File: src/gpm_pkg.sv
// Package with widths, register selectors and reset values of the port pins.
package gpm_pkg;

   localparam int GPM_NPORT = 5;
   localparam int GPM_W = 8;
   localparam int GPM_CODE_W = 4;
   localparam int GPM_NCODE = 16;
   localparam int GPM_MASK_W = 8;
   localparam int GPM_DATA_W = 32;
   localparam int GPM_PORT_SEL_W = 3;

   // Register selectors of the command port.
   typedef enum logic [3:0] {
      GPM_R_DATA,
      GPM_R_DIR,
      GPM_R_IS,
      GPM_R_IBE,
      GPM_R_IEV,
      GPM_R_IM,
      GPM_R_ICR,
      GPM_R_AFSEL,
      GPM_R_DIGITAL_ENABLE,
      GPM_R_ANALOG_SELECT,
      GPM_R_PDR,
      GPM_R_PUR,
      GPM_R_PCTL,
      GPM_R_RIS,
      GPM_R_MIS
   } gpm_reg_t;

   // Reset values per port, index 0 is port A and index 4 is port E.
   localparam logic [GPM_NPORT-1:0][GPM_W-1:0] GPM_AFSEL_RST =
      {8'h00, 8'h00, 8'h0f, 8'h0c, 8'h3f};
   localparam logic [GPM_NPORT-1:0][GPM_W-1:0] GPM_DIGITAL_ENABLE_RST =
      {8'h00, 8'h00, 8'h0f, 8'h0c, 8'h3f};
   localparam logic [GPM_NPORT-1:0][GPM_W-1:0] GPM_PUR_RST =
      {8'h00, 8'h00, 8'h0f, 8'h00, 8'h00};
   localparam logic [GPM_NPORT-1:0][GPM_W-1:0] GPM_PDR_RST =
      {8'h00, 8'h00, 8'h00, 8'h00, 8'h00};
   localparam logic [GPM_NPORT-1:0][GPM_CODE_W*GPM_W-1:0] GPM_PCTL_RST =
      {32'h0000_0000, 32'h0000_0000, 32'h0000_3333, 32'h0000_1100, 32'h0011_1111};
   localparam logic [GPM_NPORT-1:0][GPM_W-1:0] GPM_ADC_MASK =
      {8'h00, 8'h00, 8'h00, 8'h10, 8'h00};
   localparam logic [GPM_W-1:0] GPM_ZERO_RST = 8'h00;

endpackage : gpm_pkg
File: src/gpm_gpio.sv
// General-purpose I/O module: five identical port blocks with pin function select.
//
// Function
// - A pin goes to its analog function only with digital enable clear and analog select set.
// - With alternate select and digital enable set, the pin code field picks the peripheral.
// - Every pin is configured on its own, never grouped with another pin.
// - Other pins leave reset tri-stated as plain I/O with all configuration bits zero.
// - Power-on reset and the external reset both restore every pin configuration default.
// - Port A bits 5:0 and port B bits 3:2 leave reset in peripheral code 0x1, pulls off.
// - Port C bits 3:0 leave reset in debug code 0x3 with pull-up on and pull-down off.
// - A software output pin can change state every clock cycle on repeated writes.
// - Each pin interrupt senses rising, falling, both edges, high or low, with its own mask.
// - Data reads and writes are masked per bit by the access address lines.
// - A masked-in event on port B bit 4 can issue a trigger that starts an ADC sample sequence.
// - The module is five independent identical port blocks, each its own instance.
// - A data write changes only bits whose address mask bit in bits 9:2 is one.
// - A data read returns zero for every bit whose address mask bit is zero.
// - Direction zero captures the pin into the data bit; direction one drives it out.
// - An edge interrupt holds until a one is written to its clear bit; one port output.
`timescale 1ns/10ps
`default_nettype none

module gpm_port #(
   parameter int W = 8,
   parameter logic [W-1:0] AFSEL_RST = '0,
   parameter logic [W-1:0] DIGITAL_ENABLE_RST = '0,
   parameter logic [W-1:0] PUR_RST = '0,
   parameter logic [W-1:0] PDR_RST = '0,
   parameter logic [4*W-1:0] PCTL_RST = '0,
   parameter logic [W-1:0] ADC_MASK = '0
) (
   // Clock and reset.
   input wire logic clk,
   input wire logic nrst,
   // Register write command.
   input wire logic wr_en,
   input wire gpm_pkg::gpm_reg_t wr_reg,
   input wire logic [gpm_pkg::GPM_MASK_W-1:0] wr_mask,
   input wire logic [gpm_pkg::GPM_DATA_W-1:0] wr_data,
   // Register read command and answer.
   input wire logic rd_en,
   input wire gpm_pkg::gpm_reg_t rd_reg,
   input wire logic [gpm_pkg::GPM_MASK_W-1:0] rd_mask,
   output logic [gpm_pkg::GPM_DATA_W-1:0] rd_data,
   output logic rd_valid,
   // Pads.
   input wire logic [W-1:0] pin_in,
   output logic [W-1:0] pin_out,
   output logic [W-1:0] pin_oe,
   output logic [W-1:0] pull_up,
   output logic [W-1:0] pull_down,
   output logic [W-1:0] analog_en,
   // Peripheral signals.
   input wire logic [gpm_pkg::GPM_NCODE-1:0][W-1:0] alt_out,
   input wire logic [gpm_pkg::GPM_NCODE-1:0][W-1:0] alt_oe,
   output logic [W-1:0] periph_in,
   // Events.
   output logic irq,
   output logic adc_trig
);
   import gpm_pkg::*;

   typedef struct packed {
      logic [W-1:0] data;
      logic [W-1:0] dir;
      logic [W-1:0] is;
      logic [W-1:0] ibe;
      logic [W-1:0] iev;
      logic [W-1:0] im;
      logic [W-1:0] afsel;
      logic [W-1:0] digital_enable;
      logic [W-1:0] analog_select;
      logic [W-1:0] pdr;
      logic [W-1:0] pur;
      logic [GPM_CODE_W*W-1:0] pctl;
      logic [W-1:0] pin_out;
      logic [W-1:0] pin_oe;
      logic [W-1:0] pull_up;
      logic [W-1:0] pull_down;
      logic [W-1:0] analog_en;
      logic [W-1:0] periph_in;
      logic [GPM_DATA_W-1:0] rd_data;
      logic rd_valid;
      logic irq;
      logic adc_trig;
   } gpm_port_state_t;

   localparam gpm_port_state_t RST_STATE = '{
      data: '0,
      dir: '0,
      is: '0,
      ibe: '0,
      iev: '0,
      im: '0,
      afsel: AFSEL_RST,
      digital_enable: DIGITAL_ENABLE_RST,
      analog_select: '0,
      pdr: PDR_RST,
      pur: PUR_RST,
      pctl: PCTL_RST,
      pin_out: '0,
      pin_oe: '0,
      pull_up: PUR_RST,
      pull_down: PDR_RST,
      analog_en: '0,
      periph_in: '0,
      rd_data: '0,
      rd_valid: 1'b0,
      irq: 1'b0,
      adc_trig: 1'b0
   };

   gpm_port_state_t s_reg;
   gpm_port_state_t s_next;
   logic [W-1:0] dig_in;
   logic [W-1:0] clear_bits;
   logic [W-1:0] raw_status;
   logic [W-1:0] pin_event;
   logic [W-1:0] wmask;
   logic [W-1:0] rmask;

   // Peripheral code of one pin.
   function automatic logic [GPM_CODE_W-1:0] pin_code(
      input logic [GPM_CODE_W*W-1:0] pctl,
      input int idx
   );
      pin_code = pctl[idx*GPM_CODE_W +: GPM_CODE_W];
   endfunction : pin_code

   ////////////////////////////////////////////////////////////////////////////

   // Interrupt detection for all pins of this port.
   gpm_pin_irq #(
      .W(W)
   ) u_irq (
      .clk(clk),
      .nrst(nrst),
      .pin_level(dig_in),
      .sense_level(s_reg.is),
      .both_edges(s_reg.ibe),
      .event_high(s_reg.iev),
      .clear_bits(clear_bits),
      .raw_status(raw_status),
      .pin_event(pin_event)
   );

   ////////////////////////////////////////////////////////////////////////////

   // Command decode, pin routing and status.
   always_comb begin
      s_next = s_reg;
      s_next.rd_valid = 1'b0;
      dig_in = pin_in & s_reg.digital_enable;
      wmask = wr_mask[W-1:0];
      rmask = rd_mask[W-1:0];
      clear_bits = '0;
      if (wr_en) begin
         unique case (wr_reg)
            GPM_R_DATA: s_next.data = (s_reg.data & ~wmask) | (wr_data[W-1:0] & wmask);
            GPM_R_DIR: s_next.dir = wr_data[W-1:0];
            GPM_R_IS: s_next.is = wr_data[W-1:0];
            GPM_R_IBE: s_next.ibe = wr_data[W-1:0];
            GPM_R_IEV: s_next.iev = wr_data[W-1:0];
            GPM_R_IM: s_next.im = wr_data[W-1:0];
            GPM_R_ICR: clear_bits = wr_data[W-1:0];
            GPM_R_AFSEL: s_next.afsel = wr_data[W-1:0];
            GPM_R_DIGITAL_ENABLE: s_next.digital_enable = wr_data[W-1:0];
            GPM_R_ANALOG_SELECT: s_next.analog_select = wr_data[W-1:0];
            GPM_R_PDR: s_next.pdr = wr_data[W-1:0];
            GPM_R_PUR: s_next.pur = wr_data[W-1:0];
            GPM_R_PCTL: s_next.pctl = wr_data[GPM_CODE_W*W-1:0];
            default: s_next.pctl = s_reg.pctl;
         endcase
      end
      // Input pins keep their data bit following the pad.
      s_next.data = (s_next.data & s_reg.dir) | (dig_in & ~s_reg.dir);
      for (int i = 0; i < W; i++) begin
         if (s_reg.afsel[i] && s_reg.digital_enable[i]) begin
            s_next.pin_out[i] = alt_out[pin_code(s_reg.pctl, i)][i];
            s_next.pin_oe[i] = alt_oe[pin_code(s_reg.pctl, i)][i];
         end else if (s_reg.afsel[i]) begin
            s_next.pin_out[i] = 1'b0;
            s_next.pin_oe[i] = 1'b0;
         end else begin
            s_next.pin_out[i] = s_reg.data[i];
            s_next.pin_oe[i] = s_reg.dir[i];
         end
      end
      s_next.pull_up = s_reg.pur;
      s_next.pull_down = s_reg.pdr;
      s_next.analog_en = ~s_reg.digital_enable & s_reg.analog_select;
      s_next.periph_in = dig_in & s_reg.afsel;
      s_next.irq = |(raw_status & s_reg.im);
      s_next.adc_trig = |(pin_event & s_reg.im & ADC_MASK);
      if (rd_en) begin
         s_next.rd_valid = 1'b1;
         unique case (rd_reg)
            GPM_R_DATA: s_next.rd_data = GPM_DATA_W'(s_reg.data & rmask);
            GPM_R_DIR: s_next.rd_data = GPM_DATA_W'(s_reg.dir);
            GPM_R_IS: s_next.rd_data = GPM_DATA_W'(s_reg.is);
            GPM_R_IBE: s_next.rd_data = GPM_DATA_W'(s_reg.ibe);
            GPM_R_IEV: s_next.rd_data = GPM_DATA_W'(s_reg.iev);
            GPM_R_IM: s_next.rd_data = GPM_DATA_W'(s_reg.im);
            GPM_R_AFSEL: s_next.rd_data = GPM_DATA_W'(s_reg.afsel);
            GPM_R_DIGITAL_ENABLE: s_next.rd_data = GPM_DATA_W'(s_reg.digital_enable);
            GPM_R_ANALOG_SELECT: s_next.rd_data = GPM_DATA_W'(s_reg.analog_select);
            GPM_R_PDR: s_next.rd_data = GPM_DATA_W'(s_reg.pdr);
            GPM_R_PUR: s_next.rd_data = GPM_DATA_W'(s_reg.pur);
            GPM_R_PCTL: s_next.rd_data = GPM_DATA_W'(s_reg.pctl);
            GPM_R_RIS: s_next.rd_data = GPM_DATA_W'(raw_status);
            GPM_R_MIS: s_next.rd_data = GPM_DATA_W'(raw_status & s_reg.im);
            default: s_next.rd_data = '0;
         endcase
      end
   end

   // Both reset sources arrive merged on nrst and load the defaults.
   always_ff @(posedge clk or negedge nrst) begin
      if (!nrst) begin
         s_reg <= RST_STATE;
      end else begin
         s_reg <= s_next;
      end
   end

   assign rd_data = s_reg.rd_data;
   assign rd_valid = s_reg.rd_valid;
   assign pin_out = s_reg.pin_out;
   assign pin_oe = s_reg.pin_oe;
   assign pull_up = s_reg.pull_up;
   assign pull_down = s_reg.pull_down;
   assign analog_en = s_reg.analog_en;
   assign periph_in = s_reg.periph_in;
   assign irq = s_reg.irq;
   assign adc_trig = s_reg.adc_trig;

endmodule : gpm_port

////////////////////////////////////////////////////////////////////////////////

module gpm_gpio #(
   parameter int NPORT = gpm_pkg::GPM_NPORT,
   parameter int W = gpm_pkg::GPM_W
) (
   // Clock and reset.
   input wire logic clk,
   input wire logic nrst,
   // Register write command.
   input wire logic wr_en,
   input wire logic [gpm_pkg::GPM_PORT_SEL_W-1:0] wr_port,
   input wire gpm_pkg::gpm_reg_t wr_reg,
   input wire logic [gpm_pkg::GPM_MASK_W-1:0] wr_mask,
   input wire logic [gpm_pkg::GPM_DATA_W-1:0] wr_data,
   // Register read command and answers.
   input wire logic rd_en,
   input wire logic [gpm_pkg::GPM_PORT_SEL_W-1:0] rd_port,
   input wire gpm_pkg::gpm_reg_t rd_reg,
   input wire logic [gpm_pkg::GPM_MASK_W-1:0] rd_mask,
   output logic [NPORT-1:0][gpm_pkg::GPM_DATA_W-1:0] rd_data,
   output logic [NPORT-1:0] rd_valid,
   // Pads.
   input wire logic [NPORT-1:0][W-1:0] pin_in,
   output logic [NPORT-1:0][W-1:0] pin_out,
   output logic [NPORT-1:0][W-1:0] pin_oe,
   output logic [NPORT-1:0][W-1:0] pull_up,
   output logic [NPORT-1:0][W-1:0] pull_down,
   output logic [NPORT-1:0][W-1:0] analog_en,
   // Peripheral signals.
   input wire logic [NPORT-1:0][gpm_pkg::GPM_NCODE-1:0][W-1:0] alt_out,
   input wire logic [NPORT-1:0][gpm_pkg::GPM_NCODE-1:0][W-1:0] alt_oe,
   output logic [NPORT-1:0][W-1:0] periph_in,
   // Events.
   output logic [NPORT-1:0] irq,
   output logic [NPORT-1:0] adc_trig
);
   import gpm_pkg::*;

   // One separate port block per port.
   for (genvar p = 0; p < NPORT; p++) begin : g_port
      gpm_port #(
         .W(W),
         .AFSEL_RST(W'(GPM_AFSEL_RST[p])),
         .DIGITAL_ENABLE_RST(W'(GPM_DIGITAL_ENABLE_RST[p])),
         .PUR_RST(W'(GPM_PUR_RST[p])),
         .PDR_RST(W'(GPM_PDR_RST[p])),
         .PCTL_RST((GPM_CODE_W*W)'(GPM_PCTL_RST[p])),
         .ADC_MASK(W'(GPM_ADC_MASK[p]))
      ) u_port (
         .clk(clk),
         .nrst(nrst),
         .wr_en(wr_en && (wr_port == GPM_PORT_SEL_W'(p))),
         .wr_reg(wr_reg),
         .wr_mask(wr_mask),
         .wr_data(wr_data),
         .rd_en(rd_en && (rd_port == GPM_PORT_SEL_W'(p))),
         .rd_reg(rd_reg),
         .rd_mask(rd_mask),
         .rd_data(rd_data[p]),
         .rd_valid(rd_valid[p]),
         .pin_in(pin_in[p]),
         .pin_out(pin_out[p]),
         .pin_oe(pin_oe[p]),
         .pull_up(pull_up[p]),
         .pull_down(pull_down[p]),
         .analog_en(analog_en[p]),
         .alt_out(alt_out[p]),
         .alt_oe(alt_oe[p]),
         .periph_in(periph_in[p]),
         .irq(irq[p]),
         .adc_trig(adc_trig[p])
      );
   end

endmodule : gpm_gpio

`default_nettype wire

File: src/gpm_pin_irq.sv
// Per-pin interrupt detection for one port, all pins side by side.
`timescale 1ns/10ps
`default_nettype none

module gpm_pin_irq #(
   parameter int W = 8
) (
   // Clock and reset.
   input wire logic clk,
   input wire logic nrst,
   // Pin levels and sense controls.
   input wire logic [W-1:0] pin_level,
   input wire logic [W-1:0] sense_level,
   input wire logic [W-1:0] both_edges,
   input wire logic [W-1:0] event_high,
   input wire logic [W-1:0] clear_bits,
   // Raw status with edges held until cleared; pin event one cycle per edge or every cycle a level matches.
   output logic [W-1:0] raw_status,
   output logic [W-1:0] pin_event
);
   import gpm_pkg::*;

   typedef struct packed {
      logic [W-1:0] prev;
      logic [W-1:0] raw;
   } gpm_irq_state_t;

   gpm_irq_state_t s_reg;
   gpm_irq_state_t s_next;
   logic [W-1:0] rise;
   logic [W-1:0] fall;
   logic [W-1:0] edge_hit;
   logic [W-1:0] level_hit;

   ////////////////////////////////////////////////////////////////////////////

   // Edge pins latch until cleared, a new edge beats a clear, level pins follow the pin.
   always_comb begin
      rise = pin_level & ~s_reg.prev;
      fall = ~pin_level & s_reg.prev;
      edge_hit = ~sense_level & ((both_edges & (rise | fall)) |
                 (~both_edges & ((event_high & rise) | (~event_high & fall))));
      level_hit = sense_level & ~(pin_level ^ event_high);
      s_next.prev = pin_level;
      s_next.raw = level_hit | (~sense_level & (edge_hit | (s_reg.raw & ~clear_bits)));
      pin_event = edge_hit | level_hit;
   end

   always_ff @(posedge clk or negedge nrst) begin
      if (!nrst) begin
         s_reg <= '0;
      end else begin
         s_reg <= s_next;
      end
   end

   assign raw_status = s_reg.raw;

endmodule : gpm_pin_irq

`default_nettype wire

File: config.mk
export PLATFORM = sky130hd
export DESIGN_NAME = gpm_gpio
export DESIGN_NICKNAME = d
export VERILOG_FILES = /design/src/gpm_pkg.sv /design/src/gpm_gpio.sv /design/src/gpm_pin_irq.sv
export SDC_FILE = /design/constraint.sdc
export NUM_CORES = 2
export LEC_CHECK = 0
export ABC_AREA = 0
export BUFFER_PORTS_ARGS = -buffer_cell sky130_fd_sc_hd__buf_2
export CORE_AREA = 2 2 711 713
export CTS_CLUSTER_SIZE = 24
export DETAILED_ROUTE_END_ITERATION = 16
export DIE_AREA = 0 0 713 715
export MAX_ROUTING_LAYER = met4
export SYNTH_ARGS = -nofsm -noshare
export SYNTH_HDL_FRONTEND = slang
export SYNTH_SLANG_ARGS = --single-unit
File: constraint.sdc
create_clock -name clk -period 1.97 [get_ports clk]
set_clock_uncertainty 0.2 [all_clocks]
set_input_delay 0.197 -clock clk [delete_from_list [all_inputs] [get_ports clk]]
set_output_delay 0.197 -clock clk [all_outputs]
set_load 0.03 [all_outputs]
==> impl.org <==
** Routing
- In the routed layout, each cell is associated on average with a via count of 3.970.
- Met2 wire length :: 233.5 mm
- Routed length per placed instance :: approximately 33 microns
- Max Used Layer :: met4
- Total via count after detailed routing :: 60883
- After the first detailed-routing iteration, the DRC count stood at roughly 5900.
- After detailed routing, the total wire length is just over 500 mm.
- For this run, the detailed router's first-pass iteration total came to 6.
- Once detail routing completed, the nets flagged for antenna violations numbered 0.
- Summed over all nets, wire length on met3 after detailed routing comes to approximately 34 mm.
- For this run, design rule violations remaining after detail routing come to 0.
- For this block, wires on met1 add up to 192.4 mm.

** Floorplan
- Die area :: 0.5098 sq mm
- Row cnt :: 261
- Core box area :: 0.5029 sq mm
- I/O pin total :: between 1500 and 2000
- Initial standard-cell utilization of the core :: 12.22%
- Overall die width :: 713 microns
- Die height :: 715 microns

** Global route
- Global-route wire length before repair :: 637.5 mm
- Number of global-route vias before repair :: ~63000
- Total routing resource utilization after global routing :: 19.51%
- The initial antenna violation count was around 160.
- GR Overflow Total :: 0
- Entering global routing, the biggest net connects about 110 pins.

** Placement
- Pre-CTS worst setup slack :: -1.793 ns
- After legalization and detailed placement, the total HPWL measured roughly 410 mm.
- Buffers placed on the I/O ports in this run total 1796.
- Final weighted congestion in routability-driven placement :: approximately 1.1
- Once placement finished, the instance area stood at 0.08416 sq mm.

** Final layout
- Post-layout instance area :: 0.1044 sq mm
- The post-route netlist has a little over 50% of its cells at a drive strength greater than 1.
- Final Net Count :: about 9900
- The register with the most flip-flops in the layout has 480 of them.
- P&R area growth vs syn :: 70.02%

** Run status
- The flow ran to the end, but the final reports show violations.
- The checks that failed: setup timing.

** Yosys
- Synthesis handed over a netlist of a little over 5000 instances.
- FF+latch count, synth :: 1091
- Sequential elements use 44.54% of the synthesized area.
- Averaged over all synthesized cells, the footprint is 12.21 sq um.
- In the synthesized netlist the dominant register cell turns out to be sky130_fd_sc_hd__dfrtp_1.
- Post-synth top area share :: between 40% and 50%
- Distinct cell type count after synthesis :: 87
- Count of warnings emitted by yosys :: 0
- After synthesis, the share of flip-flops with an asynchronous set or reset is 100.0%.
- Cell taking the most area after synthesis :: sky130_fd_sc_hd__dfrtp_1
- The cell area that synthesis handed to floorplanning was 0.06143 sq mm.
- Leading cell types by count after synthesis :: 1043 x sky130_fd_sc_hd__dfrtp_1, 569 x sky130_fd_sc_hd__mux2_2, 458 x sky130_fd_sc_hd__buf_4
- The synthesized design contains 0 enable-type register cells.
- Sorting the synthesized cells by area gives the leading types as sky130_fd_sc_hd__dfrtp_1 42%, sky130_fd_sc_hd__mux4_2 12%, sky130_fd_sc_hd__mux2_2 10%.
- Most frequent cell after synthesis :: sky130_fd_sc_hd__dfrtp_1

** Critical path
- Maximum fanout along the worst path :: 7
- Delay of the slowest cell on the worst path :: 0.77 ns
- Kind of capture point of the worst setup path :: flip-flop
- The signal on the critical path passes through mux4_2, mux2_4, o21ai_4, o22ai_2.
- Data arrives at the worst endpoint at 3.01 ns.
- Worst path bufs/invs :: 0
- Crit path kind :: reg2reg
- STA classifies the critical path startpoint as a flip-flop.
- The cell family contributing the most delay on the critical path is multiplexers.
- At the worst endpoint, the required time is 2.44 ns.
- The largest individual stage delay along the critical path comes from the cell sky130_fd_sc_hd__dfstp_4.

** Clocking
- TritonCTS clock tree :: built
- Clock root buffer :: sky130_fd_sc_hd__clkbuf_16
- The H-tree was split into 4 levels.
- Clock-pin slew was measured on the worst setup and hold paths at 0.07 ns.
- Clock Latency Late Sink :: around 0.89 ns
- Total CTS buffers :: 145
- The clock passes through at most 4 buffers.
- Number of clock sinks :: 1091

** STA
- In the final timing run, aggregate negative setup slack is -17.77 ns.
- After layout, the worst path uses 128.8% of the clock period.
- Count of pins over their slew limit :: 0
- The smallest clock period supported by the final layout is computed as ~2.5 ns.
- Setup repair after global routing could not meet its margin everywhere.
- For the pin with the worst max-slew slack, the measured transition is 0.8302 ns.
- Hold Fails Final Rpt :: 0
- Number of endpoints failing setup at the final stage :: 165
- Static timing analysis puts the maximum clock frequency at around 400 MHz.
- Setup slack on the critical path of the routed design comes to -0.5682 ns.
- In this run the tightest slew margin relative to its limit is 44.47%.

** Pwr
- Total power consumption of the routed design :: about 77 mW
- P_leak :: 47.00 nW
- Across the VDD grid, the largest voltage drop is 0.0005909 V.
- Power spread over the standard cell area amounts to 733.4 mW/mm^2.

** Min path
- In this run the worst hold path is classified as in2reg.

** Flow run
- Across the run, the number of max-cap violations was 0.
==> through the flow <==
stage	hold slack [ns]	instances	utilization, %
final	0.01894	15336	20.77
after global routing	0.005585	15311	20.76
after CTS	0.0008841	15178	20.56
after detailed placement	-0.1566	13707	16.74
after global placement	-0.1565	13703	16.72
after floorplan	-0.2986	5035	-
==> layout by cell type, fill, tap and decap left out, drive strengths merged, types with 10 or more instances in the layout <==
master       instances
buf               2789
nand2              399
a32oi               26
xnor2               40
dfrtp             1043
dfstp               48
clkbuf             201
mux2i              147
o21ai              158
nand3               95
bufinv              10
clkinv              33
dlygate4sd3       1165
nor3b               12
a22o                95
ha                  80
a31oi               68
inv                189
a32o                12
a211oi              87
diode              122
and2                89
o22ai              105
nor3                15
mux4               324
a22oi               76
a21oi              173
nor2                87
and3                46
nor2b               91
mux2               662
a221oi              20
==> path summary, 6_finish.rpt <==
check | startpoint | end | slack (ns) | cells after the start
max | g_port[0].u_port.s_reg[95] | g_port[0].u_port.pin_oe[3] | -0.57 | 4
min | alt_oe[508] | g_port[3].u_port.pin_oe[4] | 0.02 | 7
max reg2reg | g_port[0].u_port.s_reg[95] | g_port[0].u_port.pin_oe[3] | -0.57 | 4
min reg2reg | g_port[2].u_port.s_next[62] | g_port[2].u_port.pull_up[3] | 0.20 | 0
max in group asynchronous | nrst | g_port[3].u_port.s_reg[104] | 0.19 | 6
min in group asynchronous | nrst | g_port[2].u_port.pin_out[0] | 0.20 | 4
==> per-layer routing <==
layer	vias up	track usage (%)
li1	25063	-
met1	31097	21.93
met2	3547	31.21
met3	1176	4.039
met4	0	13.35
met5	-	-
==> layout make-up <==
type | count | area, sq um
diodes | 122 | 305.3
inverters | 177 | 668.1
clock buffers | 198 | 4038
fillers | 54472 | 398500
multi-input cells | 3019 | 30260
clock inverters | 63 | 793.3
well taps | 6706 | 8391
repair buffers | 3960 | 32530
flip-flops and latches | 1091 | 27460
==> where the power goes <==
group	internal, mW	switching, mW	total [mW]	leakage (nW)
sequential	24.3	2.90	27.2	14.4
clock	15.9	12.0	27.9	2.35
combinational	9.91	11.5	21.4	30.2
==> logic make-up after synthesis <==
group	Yosys count	share of synthesized area [%]
AO/OA/AOI/OAI	888	9.662
AND/OR/NAND/NOR	874	7.538
buffers and inverters	925	9.090
other	1	0.006104
XOR/XNOR	40	0.5703
adder cells (fa/ha/maj)	80	1.629
multiplexers	1133	26.96
flip-flops	1091	44.54
==> tightest hold or removal path: cells and delay by family <==
kind            cells  cell delay (ns)
simple gates        1             0.11
mux                 2             0.30
buf+inv             2             0.23
compound gates      2             0.20
==> what timing repair did <==
item / CTS / global route
hold buffers: 1170 / 3
hold endpoints to repair: 1906 / 48
cloned: 2 / 0
gates resized for setup: 622 / 140
setup buffers: 53 / 45
setup endpoints to repair: 216 / 268
pin swaps: 56 / 63
(Power assumes the default switching activity.)
